==> src/ssd_pkg.sv <==
// Purpose: Shared constants and types for the serial link register block
// Assumes: 10 MHz sys_clk, Avalon-MM byte addresses
// Notes:   Register byte address is four times the register index
package ssd_pkg;
  // Register indices and their byte addresses
  localparam logic [7:0] IDX_DBG    = 8'h08;
  localparam logic [7:0] IDX_BAUD   = 8'h0A;
  localparam logic [7:0] IDX_IENCLR = 8'h0C;
  localparam logic [7:0] IDX_IENSET = 8'h0D;
  localparam logic [7:0] IDX_FLAGS  = 8'h0E;
  localparam logic [7:0] IDX_STATUS = 8'h10;
  localparam logic [7:0] IDX_ADDR   = 8'h14;
  localparam logic [7:0] IDX_DATA   = 8'h18;
  localparam logic [7:0] IDX_CTRL   = 8'h1C;
  localparam logic [7:0] ADR_DBG    = 8'h20;
  localparam logic [7:0] ADR_BAUD   = 8'h28;
  localparam logic [7:0] ADR_IENCLR = 8'h30;
  localparam logic [7:0] ADR_IENSET = 8'h34;
  localparam logic [7:0] ADR_FLAGS  = 8'h38;
  localparam logic [7:0] ADR_STATUS = 8'h40;
  localparam logic [7:0] ADR_ADDR   = 8'h50;
  localparam logic [7:0] ADR_DATA   = 8'h60;
  localparam logic [7:0] ADR_CTRL   = 8'h70;
  // Field positions
  localparam int DBG_STOP    = 0;
  localparam int FLAG_RXC    = 2;
  localparam int FLAG_TXC    = 1;
  localparam int FLAG_DRE    = 0;
  localparam int STAT_SYNC   = 15;
  localparam int STAT_OVF    = 2;
  localparam int CTRL_ENABLE = 0;
  localparam int CTRL_HOST   = 1;
  localparam int CTRL_FRAME_FORMAT_SELECT   = 2;
  localparam int CTRL_IMMEDIATE_OVERFLOW_NOTIFY   = 8;
  localparam int CTRL_CLIENT_MATCH_METHOD  = 14;
  localparam int CTRL_RECEIVER_ON   = 17;
  // Writable bit masks and reset values
  localparam logic [31:0] CTRL_WMASK = 32'h0002C107;
  localparam logic [31:0] ADDR_WMASK = 32'h00FF00FF;
  localparam logic [31:0] CTRL_RESET = 32'h00000000;
  localparam logic [31:0] ADDR_RESET = 32'h00000000;
  localparam logic [7:0]  BAUD_RESET = 8'h00;
  localparam logic [2:0]  IEN_RESET  = 3'h0;
  // Domain transfer time after a control write
  localparam int CLK_PERIOD_NS = 100;
  localparam int SYNC_TIME_NS  = 300;
  localparam logic [2:0] SYNC_CYCLES =
    3'((SYNC_TIME_NS + CLK_PERIOD_NS - 1) / CLK_PERIOD_NS);
  // Receive buffer depth
  localparam int RXBUF_DEPTH = 2;
  localparam logic [1:0] RXBUF_FULL = 2'h2;
  // Client match methods
  typedef enum logic [1:0] {
    MATCH_MASK  = 2'h0,
    MATCH_TWO   = 2'h1,
    MATCH_RANGE = 2'h2
  } ssd_match_type;
  // Bus answer states
  typedef enum logic {
    BUS_HOLD   = 1'b0,
    BUS_ANSWER = 1'b1
  } ssd_bus_type;
  // One receive buffer entry
  typedef struct packed {
    logic       ovf;
    logic [8:0] word;
  } ssd_rxent_type;
  // Character handed over by the shift engine
  typedef struct packed {
    logic       push;
    logic       addrPhase;
    logic [8:0] word;
  } ssd_rxin_type;
endpackage

==> src/ssd_regs.sv <==
// Purpose: Register side of a serial peripheral link unit, host or client
// Assumes: Shift engine outside; single 10 MHz clock; Avalon-MM slave
// Notes:   Every access answers after one wait cycle
`timescale 1ns/10ps
`default_nettype none
module ssd_regs
  import ssd_pkg::*;
(
  input  wire logic         sys_clk,          // System clock
  input  wire logic         resetn,           // Async reset, low active
  input  wire logic [7:0]   avs_address,      // Byte address
  input  wire logic         avs_read,         // Read request
  input  wire logic         avs_write,        // Write request
  input  wire logic [3:0]   avs_byteenable,   // Write byte lanes
  input  wire logic [31:0]  avs_writedata,    // Write data
  output logic [31:0]       avs_readdata,     // Read data
  output logic              avs_waitrequest,  // Stall request
  input  wire ssd_rxin_type rxIn,             // Received character
  input  wire logic         txTake,           // Engine takes tx word
  input  wire logic         shiftDone,        // Shifter emptied
  input  wire logic         selectHigh,       // Select line level
  input  wire logic         debugHalt,        // CPU halted by debugger
  output logic [8:0]        txWord,           // Word to transmit
  output logic              txValid,          // Tx word waiting
  output logic              rateTick,         // Bit-rate pulse
  output logic              irqReq,           // Interrupt request
  output logic              linkEnable,       // Unit enabled
  output logic              hostMode          // Host operation
);

  ////////////////////////////////////////////////////////////////////////////
  // Helpers

  // Merge write data into a register by byte lanes and writable mask
  function automatic logic [31:0] merge(input logic [31:0] old,
                                        input logic [31:0] nw,
                                        input logic [3:0]  be,
                                        input logic [31:0] wmask);
    logic [31:0] m;
    m = {{8{be[3]}}, {8{be[2]}}, {8{be[1]}}, {8{be[0]}}} & wmask;
    return (old & ~m) | (nw & m);
  endfunction

  // Address match against the client match settings
  function automatic logic addrMatch(input logic [7:0] rx,
                                     input logic [31:0] a,
                                     input logic [1:0] method);
    logic [7:0] adr;
    logic [7:0] msk;
    adr = a[7:0];
    msk = a[23:16];
    case (method)
      MATCH_MASK:  return ((rx ^ adr) & ~msk) == 8'h00;
      MATCH_TWO:   return (rx == adr) || (rx == msk);
      MATCH_RANGE: return (rx >= msk) && (rx <= adr);
      default:     return 1'b0;
    endcase
  endfunction

  ////////////////////////////////////////////////////////////////////////////
  // Declarations

  ssd_bus_type   busSt_r;         // Bus answer state
  logic          waitReq_r;       // Waitrequest flop
  logic [31:0]   rdData_r;        // Read data flop
  logic          popOk_r;         // Captured read had data
  logic          freeze_on_debug_halt_r;       // Freeze on debug halt
  logic [7:0]    baud_r;          // Bit-rate divider
  logic [2:0]    ien_r;           // Shared interrupt enables
  logic [31:0]   ctrl_r;          // Control word
  logic [31:0]   addr_r;          // Match address and mask
  logic [2:0]    syncCnt_r;       // Domain transfer countdown
  logic [7:0]    rateCnt_r;       // Bit-rate countdown
  logic          rateTick_r;      // Bit-rate pulse
  ssd_rxent_type rxMem [RXBUF_DEPTH]; // Receive buffer
  logic          rxWp_r;          // Write pointer
  logic          rxRp_r;          // Read pointer
  logic [1:0]    rxCnt_r;         // Entries held
  logic          ovfPend_r;       // Overflow to tag on next entry
  logic          ovf_r;           // Overflow status
  logic          headTag_r;       // Previous head-tagged state
  logic          txnMatch_r;      // Transaction began with match
  logic [8:0]    txWord_r;        // Transmit data register
  logic          txFull_r;        // Transmit data waiting
  logic          txc_r;           // Transmit complete flag
  logic          selHigh_r;       // Previous select level
  logic          irq_r;           // Interrupt request flop
  logic [31:0]   rdMux;           // Read mux
  logic          req;
  logic          done;
  logic          wrDone;
  logic          rdDone;

  assign req    = avs_read | avs_write;
  assign done   = req && (busSt_r == BUS_ANSWER);
  assign wrDone = avs_write && done;
  assign rdDone = avs_read && done;

  // Decoded control fields
  logic enable;
  logic rxOn;
  logic addrFmt;
  logic immediate_overflow_notify;
  assign enable  = ctrl_r[CTRL_ENABLE];
  assign rxOn    = ctrl_r[CTRL_RECEIVER_ON];
  assign addrFmt = ctrl_r[CTRL_FRAME_FORMAT_SELECT] && !ctrl_r[CTRL_HOST];
  assign immediate_overflow_notify    = ctrl_r[CTRL_IMMEDIATE_OVERFLOW_NOTIFY];

  // Write strobes per register, and the data read strobe
  logic wrDbg, wrBaud, wrIenClr, wrIenSet, wrFlags;
  logic wrStatus, wrAddr, wrData, wrCtrl, rdData;
  assign wrDbg    = wrDone && (avs_address == ADR_DBG);
  assign wrBaud   = wrDone && (avs_address == ADR_BAUD);
  assign wrIenClr = wrDone && (avs_address == ADR_IENCLR);
  assign wrIenSet = wrDone && (avs_address == ADR_IENSET);
  assign wrFlags  = wrDone && (avs_address == ADR_FLAGS) && avs_byteenable[0];
  assign wrStatus = wrDone && (avs_address == ADR_STATUS) && avs_byteenable[0];
  assign wrAddr   = wrDone && (avs_address == ADR_ADDR);
  assign wrData   = wrDone && (avs_address == ADR_DATA) && (|avs_byteenable[1:0]);
  assign wrCtrl   = wrDone && (avs_address == ADR_CTRL);
  assign rdData   = rdDone && (avs_address == ADR_DATA);

  // Receive side status, and the transmit buffer empty flag
  ssd_rxent_type head;
  logic headValid;
  logic headTag;
  logic receive_complete;
  logic transmit_buffer_empty;
  assign head      = rxMem[rxRp_r];
  assign headValid = rxCnt_r != 2'h0;
  assign headTag   = headValid && head.ovf;
  assign receive_complete       = headValid;
  assign transmit_buffer_empty       = !txFull_r;

  ////////////////////////////////////////////////////////////////////////////
  // Bus answer: one wait cycle, then complete

  // Read data is captured on the first edge so it stands at completion
  always_ff @(posedge sys_clk or negedge resetn)
  begin
    if (!resetn)
    begin
      busSt_r   <= BUS_HOLD;
      waitReq_r <= 1'b1;
      rdData_r  <= 32'h00000000;
      popOk_r   <= 1'b0;
    end
    else if (busSt_r == BUS_HOLD && req)
    begin
      busSt_r   <= BUS_ANSWER;
      waitReq_r <= 1'b0;
      rdData_r  <= rdMux;
      popOk_r   <= avs_read && (avs_address == ADR_DATA) && headValid;
    end
    else
    begin
      busSt_r   <= BUS_HOLD;
      waitReq_r <= 1'b1;
      popOk_r   <= 1'b0;
    end
  end

  // Read mux; unmapped addresses and reserved bits read zero
  always_comb
  begin
    rdMux = 32'h00000000;
    case (avs_address)
      ADR_DBG:    rdMux[DBG_STOP] = freeze_on_debug_halt_r;
      ADR_BAUD:   rdMux[7:0] = baud_r;
      ADR_IENCLR: rdMux[2:0] = ien_r;
      ADR_IENSET: rdMux[2:0] = ien_r;
      ADR_FLAGS:  rdMux[2:0] = {receive_complete, txc_r, transmit_buffer_empty};
      ADR_STATUS:
      begin
        rdMux[STAT_SYNC] = syncCnt_r != 3'h0;
        rdMux[STAT_OVF]  = ovf_r;
      end
      ADR_ADDR:   rdMux = addr_r;
      ADR_DATA:   rdMux[8:0] = headValid ? head.word : 9'h000;
      ADR_CTRL:   rdMux = ctrl_r;
      default:    rdMux = 32'h00000000;
    endcase
  end

  ////////////////////////////////////////////////////////////////////////////
  // Configuration registers

  // Debug control is not enable-protected
  always_ff @(posedge sys_clk or negedge resetn)
  begin
    if (!resetn)
      freeze_on_debug_halt_r <= 1'b0;
    else if (wrDbg && avs_byteenable[0])
      freeze_on_debug_halt_r <= avs_writedata[DBG_STOP];
  end

  // Divider and match address only change while the unit is off
  always_ff @(posedge sys_clk or negedge resetn)
  begin
    if (!resetn)
    begin
      baud_r <= BAUD_RESET;
      addr_r <= ADDR_RESET;
    end
    else if (!enable)
    begin
      if (wrBaud && avs_byteenable[0])
        baud_r <= avs_writedata[7:0];
      if (wrAddr)
        addr_r <= merge(addr_r, avs_writedata, avs_byteenable, ADDR_WMASK);
    end
  end

  // Control word; each write starts a domain transfer
  always_ff @(posedge sys_clk or negedge resetn)
  begin
    if (!resetn)
    begin
      ctrl_r    <= CTRL_RESET;
      syncCnt_r <= 3'h0;
    end
    else if (wrCtrl)
    begin
      ctrl_r    <= merge(ctrl_r, avs_writedata, avs_byteenable, CTRL_WMASK);
      syncCnt_r <= SYNC_CYCLES;
    end
    else if (syncCnt_r != 3'h0)
      syncCnt_r <= syncCnt_r - 3'h1;
  end

  // One enable state seen through two write views
  always_ff @(posedge sys_clk or negedge resetn)
  begin
    if (!resetn)
      ien_r <= IEN_RESET;
    else if (wrIenClr && avs_byteenable[0])
      ien_r <= ien_r & ~avs_writedata[2:0];
    else if (wrIenSet && avs_byteenable[0])
      ien_r <= ien_r | avs_writedata[2:0];
  end

  ////////////////////////////////////////////////////////////////////////////
  // Bit-rate generator: one tick every divider+1 cycles

  // Holding the count keeps the phase across a debug halt
  always_ff @(posedge sys_clk or negedge resetn)
  begin
    if (!resetn)
    begin
      rateCnt_r  <= 8'h00;
      rateTick_r <= 1'b0;
    end
    else if (!enable)
    begin
      rateCnt_r  <= baud_r;
      rateTick_r <= 1'b0;
    end
    else if (freeze_on_debug_halt_r && debugHalt)
      rateTick_r <= 1'b0;
    else if (rateCnt_r == 8'h00)
    begin
      rateCnt_r  <= baud_r;
      rateTick_r <= 1'b1;
    end
    else
    begin
      rateCnt_r  <= rateCnt_r - 8'h01;
      rateTick_r <= 1'b0;
    end
  end

  ////////////////////////////////////////////////////////////////////////////
  // Receive path

  logic accept;
  logic isMatch;
  logic keep;
  logic pop;
  logic full;
  logic overflow;
  logic store;
  logic selRise;
  assign selRise  = selectHigh && !selHigh_r;
  assign isMatch  = addrMatch(rxIn.word[7:0], addr_r, ctrl_r[CTRL_CLIENT_MATCH_METHOD +: 2]);
  assign keep     = !addrFmt || (rxIn.addrPhase ? isMatch : txnMatch_r);
  assign accept   = rxIn.push && enable && rxOn && keep;
  assign pop      = rdData && popOk_r;
  assign full     = rxCnt_r == RXBUF_FULL;
  assign overflow = accept && full && !pop;
  assign store    = accept && (!full || pop);

  // Match state of the current client transaction
  always_ff @(posedge sys_clk or negedge resetn)
  begin
    if (!resetn)
    begin
      txnMatch_r <= 1'b0;
      selHigh_r  <= 1'b1;
    end
    else
    begin
      selHigh_r <= selectHigh;
      if (rxIn.push && rxIn.addrPhase)
        txnMatch_r <= isMatch;
      else if (selRise)
        txnMatch_r <= 1'b0;
    end
  end

  // Buffer storage; an overflow tags the next stored entry with zero data
  always_ff @(posedge sys_clk)
  begin
    if (store)
    begin
      rxMem[rxWp_r].ovf  <= ovfPend_r || overflow;
      rxMem[rxWp_r].word <= (ovfPend_r || overflow) ? 9'h000 : rxIn.word;
    end
  end

  // Pointers and count; receiver off flushes at once
  always_ff @(posedge sys_clk or negedge resetn)
  begin
    if (!resetn)
    begin
      rxWp_r  <= 1'b0;
      rxRp_r  <= 1'b0;
      rxCnt_r <= 2'h0;
    end
    else if (!rxOn)
    begin
      rxWp_r  <= 1'b0;
      rxRp_r  <= 1'b0;
      rxCnt_r <= 2'h0;
    end
    else
    begin
      if (store)
        rxWp_r <= ~rxWp_r;
      if (pop)
        rxRp_r <= ~rxRp_r;
      if (store && !pop)
        rxCnt_r <= rxCnt_r + 2'h1;
      else if (pop && !store)
        rxCnt_r <= rxCnt_r - 2'h1;
    end
  end

  // Overflow status: immediate, or when the tagged entry reaches the head
  always_ff @(posedge sys_clk or negedge resetn)
  begin
    if (!resetn)
    begin
      ovfPend_r <= 1'b0;
      ovf_r     <= 1'b0;
      headTag_r <= 1'b0;
    end
    else if (!rxOn)
    begin
      ovfPend_r <= 1'b0;
      ovf_r     <= 1'b0;
      headTag_r <= 1'b0;
    end
    else
    begin
      headTag_r <= headTag;
      if (overflow && !store)
        ovfPend_r <= 1'b1;
      else if (store)
        ovfPend_r <= 1'b0;
      // Set wins over a write-one clear in the same cycle
      if (immediate_overflow_notify ? overflow : (headTag && !headTag_r))
        ovf_r <= 1'b1;
      else if (wrStatus && avs_writedata[STAT_OVF])
        ovf_r <= 1'b0;
    end
  end

  ////////////////////////////////////////////////////////////////////////////
  // Transmit path

  // Lane merge of a data write; only the low nine bits are kept
  logic [31:0] txMerged;
  assign txMerged = merge({23'h0, txWord_r}, avs_writedata, avs_byteenable, 32'h000001FF);

  // Single data register between software and the shifter
  always_ff @(posedge sys_clk or negedge resetn)
  begin
    if (!resetn)
    begin
      txWord_r <= 9'h000;
      txFull_r <= 1'b0;
    end
    else if (wrData)
    begin
      txWord_r <= txMerged[8:0];
      txFull_r <= 1'b1;
    end
    else if (txTake)
      txFull_r <= 1'b0;
  end

  // Transmit complete; a set in the clearing cycle wins, except a host set during a data write
  always_ff @(posedge sys_clk or negedge resetn)
  begin
    if (!resetn)
      txc_r <= 1'b0;
    else if (enable && ctrl_r[CTRL_HOST] && shiftDone && !txFull_r && !wrData)
      txc_r <= 1'b1;
    else if (enable && !ctrl_r[CTRL_HOST] && selRise && (!addrFmt || txnMatch_r))
      txc_r <= 1'b1;
    else if (wrData || (wrFlags && avs_writedata[FLAG_TXC]))
      txc_r <= 1'b0;
  end

  ////////////////////////////////////////////////////////////////////////////
  // Interrupt request

  // Level while any enabled flag stands
  always_ff @(posedge sys_clk or negedge resetn)
  begin
    if (!resetn)
      irq_r <= 1'b0;
    else
      irq_r <= |({receive_complete, txc_r, transmit_buffer_empty} & ien_r);
  end

  ////////////////////////////////////////////////////////////////////////////
  // Outputs, all from flops

  assign avs_readdata    = rdData_r;
  assign avs_waitrequest = waitReq_r;
  assign txWord          = txWord_r;
  assign txValid         = txFull_r;
  assign rateTick        = rateTick_r;
  assign irqReq          = irq_r;
  assign linkEnable      = ctrl_r[CTRL_ENABLE];
  assign hostMode        = ctrl_r[CTRL_HOST];

endmodule
`default_nettype wire

==> config.mk <==
export PLATFORM = sky130hd
export DESIGN_NAME = ssd_regs
export DESIGN_NICKNAME = d
export VERILOG_FILES = /design/src/ssd_pkg.sv /design/src/ssd_regs.sv
export SDC_FILE = /design/constraint.sdc
export NUM_CORES = 1
export LEC_CHECK = 0
export BUFFER_PORTS_ARGS = -buffer_cell sky130_fd_sc_hd__buf_2
export CORE_ASPECT_RATIO = 0.7
export CORE_UTILIZATION = 56
export DETAILED_ROUTE_END_ITERATION = 16
export PLACE_DENSITY = 0.88
export SYNTH_ARGS = -nofsm -noshare
export SYNTH_HDL_FRONTEND = slang
export SYNTH_SLANG_ARGS = --single-unit
==> constraint.sdc <==
create_clock -name sys_clk -period 3 [get_ports sys_clk]
set_clock_uncertainty 0.1 [all_clocks]
set_input_delay 0 -clock sys_clk [delete_from_list [all_inputs] [get_ports sys_clk]]
set_output_delay 0 -clock sys_clk [all_outputs]
set_load 0.01 [all_outputs]
==> results.md, run 1 <==
- Initial Util: 0.5797
- Largest net degree at the start of global routing: 66
- I/O Buffers: 82
- Grt met3 use: 0.06117
- Worst Path Arrival: 2.83 ns
- Via count: 4750
- Max clock buf depth: 2
- CORE AREA: 9722 um^2
- Worst EP required: 2.97 ns
- Post-synthesis sequential area ratio: 0.5067
- CTS tree: yes
- Max-Cap Viols: 0
- Placed Cells incl. Taps: ~740
- Io pins: 110
- Number of synthesized flops with an enable pin: 20
- Die W: between 100 and 150 um
- Critical-path maximum fanout: 10
- Vias in the first global route: 4745
- Main flop type after synthesis: dfrtp_1
- DR iter-0 viols: 389
- Reg clk slew, reported paths: roughly 0.070 ns
- GR peak layer: met2
- Total GRT Usage: 0.2995
- Routed Antenna Nets: 0
- Setup_tns: 0 ns
- Slew of the pin with the lowest slew margin: 0.8275 ns
- Crit start category: flop
- CP peak stage delay: 0.37 ns
- Worst VDD drop: 374.1 uV
- CP max-delay cell: dfrtp_1
- Met2 usage: 0.4951
- Residual DRC count: 0
- Final setup viols: 0
- Sw Ratio: 0.2821
- Non-filler cells, final: 795
- Area grow syn2layout: 22.29%
- Routed WL: 14870 um
- Leak: 0.003192 uW
- Net switching power: 956.5 uW
- Mapped Area: ~5600 um^2
- Initial antenna violation count: 0
- H-tree depth: 3
- First-pass GRT wire length: around 24000 um
- Part of the power in registers: 0.500
- Total gr overflow: 0
- Die height: 85.93 um
- Highest Clock Rate: 0.3499 GHz
- Routability cong.: 0.9188
- RSZ-0062 raised after global routing: no
- Cell variety after synth: 68
- Minimum clock period: 2.858 ns
- Layout cells sized above 1: 0.2384
- Asr flop ratio synth: 0.8182
- WL/cell: 18.70 um
- DR vias/cell: about 6
- TritonCTS Buffers: 9
- Worst-Skew Late Latency: 0.35 ns
- Relative slew margins: 0.4483
- Synthesized instance count: 537
- Int Pwr: 2435 uW
- Post-synthesis average cell area: 10.49 um^2
- Final cycle utilization of the critical path: 0.9526
- Clock root cell: clkbuf_16
- Crit-path cells: inv_1, ha_1, nand4_1, or2_1, o32ai_4, and4_1, o21ai_1, nor2_1, and2_1, buf_12
- Tot Pwr: 3391 uW
- Max Slew Vio Count: 0
- Antenna diodes: 0
- Largest area contributor in the netlist: dfrtp_1
- Post-detail-place hpwl: about 11000 um
- M1 GR Usage: 0.4028
- Part of the power in combinational logic: 0.168
- Synth top area cells: dfrtp_1, edfxtp_1, mux2_2, ha_1, nand2_1
- Die area: roughly 10000 um^2
- Nets@finish: 745
- Synth warn: 0
- Drt first pass iters: 5
- Top-count cell post-synth: dfrtp_1
- Row count: 30
- Outcome: complete, no violations
- Critical Path End Type: flop
- Final Hold Fails: 0
- HP Class: input pin to flop
- Clock Sinks: 110
- Post-synth top area share: 0.3908
- Clk pwr share: 0.332
- Pwr/cell area: 492.1 nW/um^2
- Critical setup path kind: flop to flop
- Synth top cells by count: dfrtp_1, nand2_1, o21ai_0
- Post-synthesis register bit count: between 100 and 150
-- power by group through the flow --
stage | Clock, uW | Combinational [uW] | Sequential (uW)
2_1_floorplan | 0 | 365 | 1700
3_3_place_gp | 0 | 478 | 1710
3_5_place_dp | 0 | 515 | 1720
4_1_cts | 1140 | 557 | 1690
5_1_grt | 1200 | 636 | 1710
6_report | 1130 | 569 | 1700
-- through the flow --
step | instance area [um^2] | hold WS [ns] | setup slack, ns | util
detailed placement | 6157 | 0.02210 | 0.09686 | 0.6333
global placement | 6157 | 0.01842 | 0.2371 | 0.6333
CTS | 6865 | 0.03285 | 0.04859 | 0.7062
floorplan | 5680 | -0.3956 | 0.2555 | -
global route | 6892 | 0.05233 | 0.0007998 | 0.7089
finish | 6892 | 0.03478 | 0.1423 | 0.7089
-- final timing paths --
path	from	to	slack (ns)	cells after the start
max in group asynchronous	resetn	selHigh_r	1.79	3
worst max-delay path	flop	rxMem[1][2]	0.14	10
min in group asynchronous	resetn	avs_readdata[22]	0.18	2
worst min register to register	avs_readdata[14]	avs_readdata[14]	0.37	2
worst min-delay path	avs_address[0]	txc_r	0.03	4
worst max register to register	flop	rxMem[1][2]	0.14	10
-- logic make-up after synthesis --
group | count (synthesis) | share of synthesized area
fa+ha+maj | 20 | 0.04440
compound gates | 123 | 0.1419
flops | 110 | 0.5067
mux | 41 | 0.07926
buf+inv | 59 | 0.05062
other cells | 1 | 0.0006654
simple gates | 179 | 0.1703
xor+xnor | 4 | 0.006218
-- placed cells by master (no fill, tap or decap), types with 4 or more instances in the layout --
cell	synthesis	final
edfxtp_1	20	20
nor3b_1	7	7
dlygate4sd3_1	0	43
nand4_1	13	13
buf_4	15	10
nand3_1	7	7
ha_1	20	20
buf_2	6	81
nor4_1	4	4
o21ai_0	46	46
dfrtp_1	88	88
nand2_1	65	65
and3_1	7	7
mux2_2	29	29
a221oi_1	6	6
inv_1	25	25
nor2_1	28	28
o22ai_1	8	8
a22oi_1	7	7
clkbuf_16	0	9
o31ai_1	8	8
o211ai_1	7	7
a21oi_1	14	14
conb_1	1	13
and2_1	11	11
nor3_1	9	9
mux2i_1	12	11
a211oi_1	4	4
-- repair_timing --
item / CTS / global route
setup endpoints to repair: 0 / 30
buffers inserted: 0 / 0
hold buffers: 43 / 0
hold endpoints to repair: 131 / 0
gates resized for setup: 0 / 5
-- metal layers --
metal / up-vias / wire (um)
li1: 2162 / -
met1: 2357 / 6578
met2: 205 / 7114
met3: 26 / 926
met4: 0 / 249
met5: - / 0
-- layout make-up --
cell class,count,area [um^2]
clock buffer,11,242.7
clock inverter,5,35.03
fill,702,2830
inverter,25,93.84
multi-input combinational,380,2562
sequential,110,2855
tap,128,160.2
timing repair buffer,136,942.2
-- worst max-delay path, delay by kind of cell (launching register included) --
family	cells	cell delay (ns)
AND/OR/NAND/NOR	5	1.11
flip-flops	1	0.37
buffers and inverters	2	0.22
adder cells (fa/ha/maj)	1	0.32
AO/OA/AOI/OAI	2	0.45
(Power assumes the default switching activity.)
==> run 2: changes to the inputs <==
MAX_ROUTING_LAYER = met4   (was default)
==> results.md, run 2 (synthesized netlist as in run 1, its figures left out) <==
- Max Slew Vio Count: 0 (unchanged)
- Worst VDD drop: 341.1 uV (was 374.1 uV)
- Routability cong.: 0.9272 (was 0.9188)
- Final Hold Fails: 0 (unchanged)
- GR peak layer: met2 (unchanged)
- Initial antenna violation count: 0 (unchanged)
- Critical-path maximum fanout: 10 (unchanged)
- Drt first pass iters: 5 (unchanged)
- Die height: 85.93 um (unchanged)
- I/O Buffers: 82 (unchanged)
- Die area: 10470 um^2 (unchanged)
- CTS tree: yes (unchanged)
- Slew of the pin with the lowest slew margin: 0.6722 ns (was 0.8275 ns)
- Highest Clock Rate: 0.3505 GHz (was 0.3499 GHz)
- Max clock buf depth: 2 (unchanged)
- Final cycle utilization of the critical path: 0.9510 (was 0.9526)
- Setup Buffers After CTS: 0 (unchanged)
- Row count: 30 (unchanged)
- Grt met3 use: 0.06981 (was 0.06117)
- Final worst slack: 0.1470 ns (was 0.1423 ns)
- DR vias/cell: 6.043 (was 5.975)
- Setup_tns: 0 ns (unchanged)
- Met2 usage: 0.4823 (was 0.4951)
- Reg2reg end: rxMem[1][2] (unchanged)
- Worst EP required: 2.97 ns (about the same)
- Placed Cells incl. Taps: 736 (unchanged)
- TritonCTS Buffers: 9 (unchanged)
- CORE AREA: 9722 um^2 (unchanged)
- Worst Path Arrival: 2.82 ns (was 2.83 ns)
- Vias in the first global route: 4737 (was 4745)
- Relative slew margins: 0.5505 (was 0.4483)
- Non-filler cells, final: 794 (was 795)
- Routed WL: 14780 um (was 14870 um)
- DR iter-0 viols: 370 (was 389)
- Cells on worst reg2reg path: 10 (unchanged)
- Area of the multi-input gates: 2547 um^2 (was 2562 um^2)
- Critical Path End Type: flop (unchanged)
- Leak: 0.003198 uW (was 0.003192 uW)
- Max-Cap Viols: 0 (unchanged)
- WL/cell: 18.61 um (was 18.70 um)
- Total gr overflow: 0 (unchanged)
- Critical setup path kind: flop to flop (unchanged)
- Post-detail-place hpwl: 10650 um (was 10600 um)
- Io pins: 110 (unchanged)
- Finished Core Util: 0.7099 (was 0.7089)
- Worst-Skew Late Latency: 0.35 ns (about the same)
- Total GRT Usage: 0.3082 (was 0.2995)
- CP max-delay cell: dfrtp_1 (unchanged)
- First-pass GRT wire length: 23450 um (was 23720 um)
- Clock root cell: clkbuf_16 (unchanged)
- WP buf/inv: 2 (unchanged)
- Largest delay share family, worst path: simple AND/OR/NAND/NOR gates (unchanged)
- HP Class: input pin to asynchronous set/reset pin (was input pin to flop)
- Register area: 2855 um^2 (unchanged)
- Tot Pwr: 3497 uW (was 3391 uW)
- Outcome: complete, no violations (unchanged)
- Worst R2R Setup Slack: 0.15 ns (was 0.14 ns)
- Initial Util: 0.5797 (unchanged)
- Nets@finish: 745 (unchanged)
- Critical path depth: 10 (unchanged)
- M1 GR Usage: 0.3987 (was 0.4028)
- Layout cells sized above 1: 0.2357 (was 0.2384)
- Via count: 4798 (was 4750)
- CP peak stage delay: 0.37 ns (about the same)
- Antenna diodes: 0 (unchanged)
- Clock Sinks: 110 (unchanged)
- Die W: 121.9 um (unchanged)
- Residual DRC count: 0 (unchanged)
- Dpl ws: 0.07716 ns (was 0.09686 ns)
- Most frequent cells in the layout: dfrtp_1, buf_2, nand2_1, o21ai_0, dlygate4sd3_1 (unchanged)
- Reg clk slew, reported paths: 0.07 ns (about the same)
- Largest net degree at the start of global routing: 38 (was 66)
- Routed Antenna Nets: 0 (unchanged)
- Commonest non-fill, non-tap cell in the layout: dfrtp_1 (unchanged)
- Minimum clock period: 2.853 ns (was 2.858 ns)
- RSZ-0062 raised after global routing: no (unchanged)
- Crit-path cells: inv_1, ha_1, nand4_1, or2_0, o32ai_2, and4_1, o21ai_1, nor2_1, and2_1, buf_12 (was inv_1, ha_1, nand4_1, or2_1, o32ai_4, and4_1, o21ai_1, nor2_1, and2_1, buf_12)
- Pwr/cell area: 506.8 nW/um^2 (was 492.1 nW/um^2)
- H-tree depth: 3 (unchanged)
- Area grow syn2layout: 22.47% (was 22.29%)
- Final setup viols: 0 (unchanged)
- Fill cells: 707 (was 702)
- Crit start category: flop (unchanged)
run 2: power by group:
group	internal (uW)	switching, uW
clock	698	536
combinational	234	334
sequential	1610	83.2
run 2: worst max-delay path by stage:
stage / start / end / slack (ns)
6_report: flop / rxMem[1][2] / 0.15
5_1_grt: flop / rxMem[0][2] / 0.04
4_1_cts: flop / rxMem[1][2] / 0.05
3_5_place_dp: flop / rxMem[1][6] / 0.08
3_3_place_gp: flop / rxMem[1][6] / 0.23
2_1_floorplan: flop / rxMem[0][0] / 0.26
run 2: worst reg2reg max path: cells and delay by family, from the launching register on:
family,cells,cell delay [ns]
AOI/OAI and AO/OA,2,0.47
buffers and inverters,2,0.21
adders and majority gates,1,0.32
DFF,1,0.37
and+or+nand+nor,5,1.09
run 2: area by class of cell:
type                       instances  share of cell area
inverter                          25             0.01360
sequential                       110              0.4137
clock buffer                      11             0.03680
tap                              128             0.02321
timing repair buffer             136              0.1360
multi-input combinational        380              0.3691
clock inverter                     4            0.007614
run 2: per-stage QoR:
stage | hold WS (ns) | cell area (um^2)
finish | 0.03959 | 6902
global route | 0.06466 | 6902
CTS | 0.02952 | 6894
detailed placement | -0.1203 | 6157
global placement | -0.1262 | 6157
floorplan | -0.3956 | 5680
run 2: layer usage:
layer  part of all wire  vias to the layer above  routed length, um
met3              0.079                       18               1171
met5                  0                        -                  0
met2               0.48                      223               7052
met4              0.014                        0                210
met1               0.43                     2386               6344
li1                   -                     2171                  -
run 2: what timing repair did:
| action | 4_1_cts | 5_1_grt |
|---|---|---|
| hold buffers | 43 | 0 |
| setup endpoints to repair | 0 | 36 |
| resized for setup | 0 | 1 |
| endpoints found under the hold margin | 141 | 0 |
